`src/verilog/bod_pkg.sv`:
```
/*
 * Constants for the supply brown-out detector control block: the SFR
 * address, the field layout of the control register, reset values and the
 * settling count. Assumes an 8-bit SFR bus and one system clock.
 */
`default_nettype none

package bod_pkg;

	// ****************************************
	// Register address; page 0 is selected by sfrPageZero
	// ****************************************
	localparam logic [7:0] BOD_CTRL_ADDR = 8'hA3;

	// ****************************************
	// Field positions, shared by register and configuration byte
	// ****************************************
	localparam int BOD_EN_BIT = 7;
	localparam int BOD_THR_HI = 5;
	localparam int BOD_THR_LO = 4;
	localparam int BOD_FLAG_BIT = 3;
	localparam int BOD_RSTEN_BIT = 2;
	localparam int BOD_CAUSE_BIT = 1;
	localparam int BOD_STATUS_BIT = 0;

	// ****************************************
	// Threshold codes
	// ****************************************
	localparam logic [1:0] BOD_THR_2V2 = 2'h3;
	localparam logic [1:0] BOD_THR_2V7 = 2'h2;
	localparam logic [1:0] BOD_THR_3V7 = 2'h1;
	localparam logic [1:0] BOD_THR_4V4 = 2'h0;

	// ****************************************
	// Reset values and timing
	// ****************************************
	localparam logic BOD_POR_CAUSE = 1'h0;
	localparam logic BOD_TRIP_CAUSE = 1'h1;
	localparam logic [7:0] BOD_READ_IDLE = 8'h00;
	// Slow-oscillator edges after enable before the output counts as valid
	localparam logic [1:0] BOD_SETTLE_EDGES = 2'h3;
	localparam int BOD_SYNC_BITS = 2;

endpackage

`default_nettype wire

```
`src/verilog/bod_sync_if.sv`:
```
/*
 * Carrier between the control block and its input synchroniser.
 * Assumes both ends run on clk_sys.
 */
`timescale 1ns/10ps
`default_nettype none

interface bod_sync_if;
	import bod_pkg::*;
	logic [BOD_SYNC_BITS-1:0] raw;
	logic [BOD_SYNC_BITS-1:0] stable;
	modport ctrl (output raw, input stable);
	modport sync (input raw, output stable);
endinterface

`default_nettype wire
```
`src/verilog/bod_control.sv`:
```
/*
 * Brown-out detector control and status register with settling,
 * crossing flag, reset request and interrupt request.
 * Assumes an 8-bit SFR bus on clk_sys, a timed-access unlock level from
 * the SFR unit, and an asynchronous comparator and slow oscillator.
 */
// Contract
// - enable bit switches detector off or on
// - output invalid for 2-3 slow clocks
// - two-bit code selects one of four thresholds
// - either supply crossing sets interrupt flag
// - interrupt needs flag, enable, global enable
// - reset enable gates brown-out system reset
// - brown-out reset sets reset cause flag
// - status reads 0 when disabled or high
// - enabled and supply low gives status 1
// - status bit is read-only
// - every reset reloads fields from config byte
// - flag reset value from config and supply
// - writes accepted only while timed access open
`timescale 1ns/10ps
`default_nettype none

module bod_control
	import bod_pkg::*;
(
	input wire logic clk_sys, // System clock, 100 MHz
	input wire logic rstn, // Power-on reset, asynchronous, active low
	input wire logic otherReset, // Any non-power-on system reset, level
	input wire logic [7:0] sfrAddr, // SFR address
	input wire logic sfrPageZero, // SFR page 0 selected
	input wire logic sfrWr, // SFR write strobe
	input wire logic sfrRd, // SFR read strobe
	input wire logic [7:0] sfrWdata, // SFR write data
	output logic [7:0] sfrRdata, // SFR read data, one cycle after strobe
	input wire logic timedAccessLock, // High while unlock window is open
	input wire logic [7:0] nvConfigByte, // Non-volatile configuration byte
	input wire logic undervoltIrqEnable, // Brown-out interrupt enable
	input wire logic globalIrqEnable, // Global interrupt enable
	input wire logic slowInternalOsc, // Slow oscillator, asynchronous
	input wire logic cmpBelow, // Comparator: supply below threshold
	output logic detectorEnable, // Powers the comparator
	output logic [1:0] thresholdSelect, // Threshold code to comparator
	output logic undervoltResetReq, // System reset request
	output logic undervoltIrqReq // Interrupt request
);

	typedef enum logic [1:0] {S_OFF, S_SETTLE, S_ON} bod_phase_e;

	typedef struct packed {
		bod_phase_e phase;
		logic [1:0] settleCnt;
		logic loaded;
		logic detEn;
		logic [1:0] thr;
		logic irqFlag;
		logic rstEn;
		logic resetCause;
		logic lowStatus;
		logic oscPrev;
		logic cmpPrev;
		logic rstReq;
		logic irqReq;
		logic [7:0] rdData;
	} bod_state_s;

	bod_state_s s_r;
	bod_state_s s_nxt;
	logic cmpLow;
	logic oscLevel;
	logic oscEdge;
	logic valid;
	logic crossing;
	logic trip;
	logic hit;
	logic wrHit;
	logic reload;

	bod_sync_if syncLink();

	// ****************************************
	// Input synchronisation
	// ****************************************
	assign syncLink.raw = {slowInternalOsc, cmpBelow};

	bod_sync u_sync (
		.clk_sys(clk_sys),
		.rstn(rstn),
		.link(syncLink)
	);

	assign cmpLow = syncLink.stable[0];
	assign oscLevel = syncLink.stable[1];
	assign oscEdge = oscLevel & ~s_r.oscPrev;
	assign valid = (s_r.phase == S_ON);
	assign crossing = valid && (cmpLow != s_r.cmpPrev);
	assign trip = valid && s_r.rstEn && cmpLow;
	assign hit = sfrPageZero && (sfrAddr == BOD_CTRL_ADDR);
	assign wrHit = sfrWr && hit && timedAccessLock;
	assign reload = otherReset || trip || !s_r.loaded;

	// ****************************************
	// Next state
	// ****************************************
	always_comb begin
		s_nxt = s_r;
		s_nxt.oscPrev = oscLevel;
		s_nxt.cmpPrev = cmpLow;
		if (wrHit) begin
			s_nxt.detEn = sfrWdata[BOD_EN_BIT];
			s_nxt.thr = sfrWdata[BOD_THR_HI:BOD_THR_LO];
			s_nxt.irqFlag = sfrWdata[BOD_FLAG_BIT];
			s_nxt.rstEn = sfrWdata[BOD_RSTEN_BIT];
			s_nxt.resetCause = sfrWdata[BOD_CAUSE_BIT];
		end
		// Hardware set after software write, so the set wins
		if (crossing) begin
			s_nxt.irqFlag = 1'b1;
		end
		if (reload) begin
			s_nxt.detEn = nvConfigByte[BOD_EN_BIT];
			s_nxt.thr = nvConfigByte[BOD_THR_HI:BOD_THR_LO];
			s_nxt.rstEn = nvConfigByte[BOD_RSTEN_BIT];
			s_nxt.irqFlag = nvConfigByte[BOD_EN_BIT] & cmpLow;
			s_nxt.loaded = 1'b1;
			if (trip) begin
				s_nxt.resetCause = BOD_TRIP_CAUSE;
			end
		end
		if (!s_nxt.detEn || reload) begin
			s_nxt.phase = S_OFF;
			s_nxt.settleCnt = '0;
		end else begin
			unique case (s_r.phase)
				S_OFF: begin
					s_nxt.phase = S_SETTLE;
					s_nxt.settleCnt = '0;
				end
				S_SETTLE: begin
					if (oscEdge) begin
						s_nxt.settleCnt = s_r.settleCnt + 2'h1;
						if (s_r.settleCnt == BOD_SETTLE_EDGES - 2'h1) begin
							s_nxt.phase = S_ON;
						end
					end
				end
				S_ON: begin
					s_nxt.phase = S_ON;
				end
			endcase
		end
		s_nxt.lowStatus = valid && s_nxt.detEn && cmpLow;
		s_nxt.rstReq = trip;
		s_nxt.irqReq = s_nxt.irqFlag && undervoltIrqEnable &&
			globalIrqEnable;
		s_nxt.rdData = BOD_READ_IDLE;
		if (sfrRd && hit) begin
			s_nxt.rdData[BOD_EN_BIT] = s_r.detEn;
			s_nxt.rdData[BOD_THR_HI:BOD_THR_LO] = s_r.thr;
			s_nxt.rdData[BOD_FLAG_BIT] = s_r.irqFlag;
			s_nxt.rdData[BOD_RSTEN_BIT] = s_r.rstEn;
			s_nxt.rdData[BOD_CAUSE_BIT] = s_r.resetCause;
			s_nxt.rdData[BOD_STATUS_BIT] = s_r.lowStatus;
		end
	end

	always_ff @(posedge clk_sys or negedge rstn) begin
		if (!rstn) begin
			s_r <= '0;
			s_r.phase <= S_OFF;
			s_r.resetCause <= BOD_POR_CAUSE;
		end else begin
			s_r <= s_nxt;
		end
	end

	// ****************************************
	// Outputs
	// ****************************************
	assign sfrRdata = s_r.rdData;
	assign detectorEnable = s_r.detEn;
	assign thresholdSelect = s_r.thr;
	assign undervoltResetReq = s_r.rstReq;
	assign undervoltIrqReq = s_r.irqReq;
endmodule // bod_control

`default_nettype wire

```
`src/verilog/bod_sync.sv`:
```
/*
 * Three-stage synchroniser for asynchronous inputs; a change is taken once
 * the second and third stages agree. Assumes clk_sys and rstn.
 */
`timescale 1ns/10ps
`default_nettype none

module bod_sync
	import bod_pkg::*;
(
	input wire logic clk_sys, // System clock
	input wire logic rstn, // Asynchronous reset, active low
	bod_sync_if.sync link // Raw in, filtered out
);

	typedef struct packed {
		logic [BOD_SYNC_BITS-1:0] ff1;
		logic [BOD_SYNC_BITS-1:0] ff2;
		logic [BOD_SYNC_BITS-1:0] ff3;
		logic [BOD_SYNC_BITS-1:0] stable;
	} bod_sync_s;

	bod_sync_s s_r;
	bod_sync_s s_nxt;
	logic [BOD_SYNC_BITS-1:0] agreed;

	// ****************************************
	// Per-bit agreement filter
	// ****************************************
	genvar i;
	generate
		for (i = 0; i < BOD_SYNC_BITS; i++) begin : g_bit
			assign agreed[i] = (s_r.ff2[i] == s_r.ff3[i]) ? s_r.ff3[i] :
				s_r.stable[i];
		end
	endgenerate

	always_comb begin
		s_nxt = s_r;
		s_nxt.ff1 = link.raw;
		s_nxt.ff2 = s_r.ff1;
		s_nxt.ff3 = s_r.ff2;
		s_nxt.stable = agreed;
	end

	always_ff @(posedge clk_sys or negedge rstn) begin
		if (!rstn) begin
			s_r <= '0;
		end else begin
			s_r <= s_nxt;
		end
	end

	assign link.stable = s_r.stable;

endmodule // bod_sync

`default_nettype wire

```
`config.mk`:
```
export PLATFORM = sky130hd
export DESIGN_NAME = bod_control
export DESIGN_NICKNAME = d
export VERILOG_FILES = /design/src/verilog/bod_pkg.sv /design/src/verilog/bod_sync_if.sv /design/src/verilog/bod_control.sv /design/src/verilog/bod_sync.sv
export SDC_FILE = /design/constraint.sdc
export NUM_CORES = 1
export LEC_CHECK = 0
export BUFFER_PORTS_ARGS = -buffer_cell sky130_fd_sc_hd__buf_2
export CORE_ASPECT_RATIO = 1.75
export CORE_MARGIN = 2
export CORE_UTILIZATION = 43
export CTS_CLUSTER_SIZE = 16
export DETAILED_ROUTE_END_ITERATION = 12
export GPL_TIMING_DRIVEN = 0
export PLACE_DENSITY = 0.79
export REMOVE_ABC_BUFFERS = 1
export SYNTH_ARGS = -nofsm -noshare
export SYNTH_HDL_FRONTEND = slang
export SYNTH_SLANG_ARGS = --single-unit
```
`constraint.sdc`:
```
create_clock -name clk_sys -period 2 [get_ports clk_sys]
set_input_delay 0.2 -clock clk_sys [delete_from_list [all_inputs] [get_ports clk_sys]]
set_output_delay 0.2 -clock clk_sys [all_outputs]
set_load 0.01 [all_outputs]
```
==> impl_metrics.tcl <==
set metrics [dict create \
    critPathRequiredTime_ns 2.14 \
    grt_max_degree 32 \
    slew_violations 0 \
    worst_hold_path.endpoint "u_sync.s_nxt[5]" \
    n_antenna_cell 0 \
    grt.busiest_layer "met2" \
    dieHeight_um 78.6 \
    finalHoldViolations 0 \
    dp_hpwl_um 1780 \
    ctsRootBufferMaster "clkbuf_8" \
    startpoint_type "flip-flop" \
    synth_area_per_cell_sq_um 12.0 \
    rsz0062_at_grt "no" \
    status "finished, final reports clean" \
    syn_area_sq_mm 0.00137 \
    seq_power_share_pct 48.2 \
    synth_top_cell_by_area "dfrtp_1" \
    place_congestion 0.703 \
    grt-ovfl-total 0 \
    grt_pass1_wl_um 3990 \
    ys_types 31 \
    clockBufferDepth 2 \
    drc_errors 0 \
    vias 915 \
    cts_tree "done" \
    p_int_w 0.00111 \
    rows 27 \
    min_from "slowInternalOsc" \
    h-tree-depth 2 \
    use_met1_pct 13.2 \
    place_inst 185 \
    grtUsageMet2_pct 27.9 \
    hold-worst-slack_ns 0.0320 \
    fin_crit_sh_pct 81.7 \
    nNetsFinal 189 \
    io_buffers 40 \
    initial_core_util_pct 44.0 \
    ioPinCount 48 \
    drt-wirelength-per-cell_um 12.0 \
    chipWidth_um 46.6 \
    rr_worst_depth 6 \
    cts_resized 0 \
    switching_share_pct 20.6 \
    cts_sinks 31 \
    setup-violations-final 0 \
    final_util_pct 53.3 \
    wirelength_um 2340 \
    arrival_ns 1.78 \
    core_area_sq_mm 0.00311 \
    hp-class "in2reg" \
    total_leakage_power_nw 0.835 \
    drt-pass1-iter-count 4 \
    met3_usage_pct 5.29 \
    finClkSkew_ns 0.00825 \
    clkPwrFrac_pct 44.0 \
    p_switching_w 0.000289 \
    slew_headroom_pct 56.6 \
    layout-drive-gt1-share_pct 36.4 \
    combPwrFrac_pct 7.9 \
    synthTopCellsByArea "dfrtp_1 57%, buf_4 5.5%, mux2i_1 4.4%" \
    drt_iter0_drc 8 \
    grt_pass1_vias 1021 \
    insertion_delay_ns 0.28 \
    post_cts_buffers 0 \
    clock.fmax_mhz 612 \
    synthCells 114 \
    min_path_cells 1 \
    clkTransAtPathRegs_ns 0.06 \
    gr-usage-all-layers_pct 15.3 \
    worst_pin_slew_ns 0.651 \
    antenna_found_initial 0 \
    tns_ns 0 \
    postRouteAntennaNets 0 \
    critPathKind "reg2reg" \
    areaGrowthSynthToFinish_pct 21.2 \
    synth-seq-cells 31 \
    numCtsBuffers 5 \
    ys_warn_count 0 \
    fin_cells 194 \
    ys_seq_area_share_pct 56.7 \
    fin_crit_ns 1.63 \
    synth_top_area_share_pct 56.7 \
    crit_path_start "s_r[22]" \
    cap_violations 0 \
    ir_drop_mv 0.441 \
    dieArea_sq_mm 0.00367 \
    critPathCaptureType "flip-flop" \
    rrSetupSlack_ns 0.37 \
    r2r_end "s_r[12]" \
    via_per_inst 4.72 \
    cp_max_fo 6 \
    r2r-start "s_r[22]" \
    cellPowerDensity_mw_per_mm2 846 \
]
what timing repair did:
item | CTS | global route
hold endpoints to repair | 31 | 0
endpoints found under the setup margin | 0 | 0
hold buffers | 1 | 0
layout by cell type (no fill, tap or decap), types with 2 or more instances in the layout:
master	n
a211oi_2	2
a21oi_1	7
and2_1	8
buf_2	40
clkbuf_8	6
conb_1	2
dfrtp_1	31
ha_1	4
inv_1	6
maj3_1	2
mux2i_1	6
nand2_1	5
nand2b_1	2
nor2_1	8
nor2b_1	2
nor3b_2	2
o21ai_0	2
cells in the mapped netlist:
| library cell | number |
|---|---|
| nor3b_1 | 1 |
| and4bb_2 | 1 |
| and2_1 | 8 |
| nor3b_2 | 2 |
| o21a_1 | 1 |
| a22oi_1 | 1 |
| conb_1 | 2 |
| nor2_2 | 1 |
| maj3_1 | 2 |
| buf_2 | 1 |
| a211oi_2 | 2 |
| a211o_1 | 1 |
| ha_1 | 4 |
| a21oi_1 | 7 |
| nand2_1 | 5 |
| buf_4 | 10 |
| o22ai_1 | 1 |
| mux2i_1 | 6 |
| o21ai_0 | 2 |
| and4b_1 | 1 |
| nor2b_1 | 2 |
| nor3_1 | 1 |
| nand2b_1 | 2 |
| nor2_1 | 8 |
| and3_1 | 1 |
| buf_6 | 1 |
| dfrtp_1 | 31 |
| inv_1 | 6 |
| and3b_1 | 1 |
| mux2i_4 | 1 |
| and4bb_1 | 1 |
sequential cells by signal, summed over array words and instances, names as in the netlist:
register,count
sfrRdata,7
u_sync.s_nxt,4
u_sync.link.stable,2
s_r,11
undervoltIrqReq,1
undervoltResetReq,1
detectorEnable,1
u_sync.s_r,2
thresholdSelect,2
per-stage QoR:
step	setup slack (ns)	total power, W	instance area (sq um)
after floorplan	0.556	0.000739	1280
after global placement	0.366	0.000789	1530
after detailed placement	0.318	0.000798	1530
after CTS	0.342	0.00142	1660
after global routing	0.253	0.00146	1660
final	0.367	0.00140	1660
area by class of cell:
type,count,area (sq um)
Inverter,6,22.5
Tap cell,43,53.8
Multi-Input combinational cell,65,478
Timing Repair Buffer,41,210
Clock inverter,2,35.0
Fill cell,302,1450
Sequential cell,31,776
Clock buffer,6,82.6
worst max-delay path, cell delays in order, from the launching register on:
cell and delay (ns):
dfrtp_1 0.40, inv_1 0.10, ha_1 0.19, and3_1 0.33, nor3b_2 0.11, mux2i_4 0.26
a21oi_1 0.11
power groups by stage:
stage / Clock, W / Combinational (W) / Sequential (W)
5_1_grt: 0.000654 / 0.000127 / 0.000681
2_1_floorplan: 0 / 0.0000532 / 0.000686
6_report: 0.000617 / 0.000110 / 0.000676
4_1_cts: 0.000628 / 0.000113 / 0.000676
3_3_place_gp: 0 / 0.000104 / 0.000685
3_5_place_dp: 0 / 0.000110 / 0.000688
worst max-delay path by stage:
stage                                  to  slack (ns)  cells after the start
after floorplan                   s_r[22]        0.56                      6
after global placement            s_r[12]        0.37                      5
after detailed placement          s_r[12]        0.32                      5
after CTS                 undervoltIrqReq        0.34                      6
after global routing      undervoltIrqReq        0.25                      6
final                             s_r[12]        0.37                      6
logic make-up after synthesis:
| kind of cell | Yosys count | synth area share (%) |
|---|---|---|
| and+or+nand+nor | 35 | 15.9 |
| DFF | 31 | 56.7 |
| buffers and inverters | 18 | 8.33 |
| AOI/OAI and AO/OA | 15 | 7.32 |
| muxes | 7 | 6.04 |
| adders and majority gates | 6 | 5.12 |
| other | 2 | 0.549 |
metal layers:
| metal | routed length, um | vias to the layer above | part of all wire (%) |
|---|---|---|---|
| met1 | 845 | 448 | 36 |
| met2 | 1320 | 26 | 57 |
| met4 | 60 | 0 | 2.6 |
| met5 | 0 | - | 0 |
| li1 | - | 435 | - |
| met3 | 106 | 6 | 4.5 |
(Power assumes the default switching activity.)
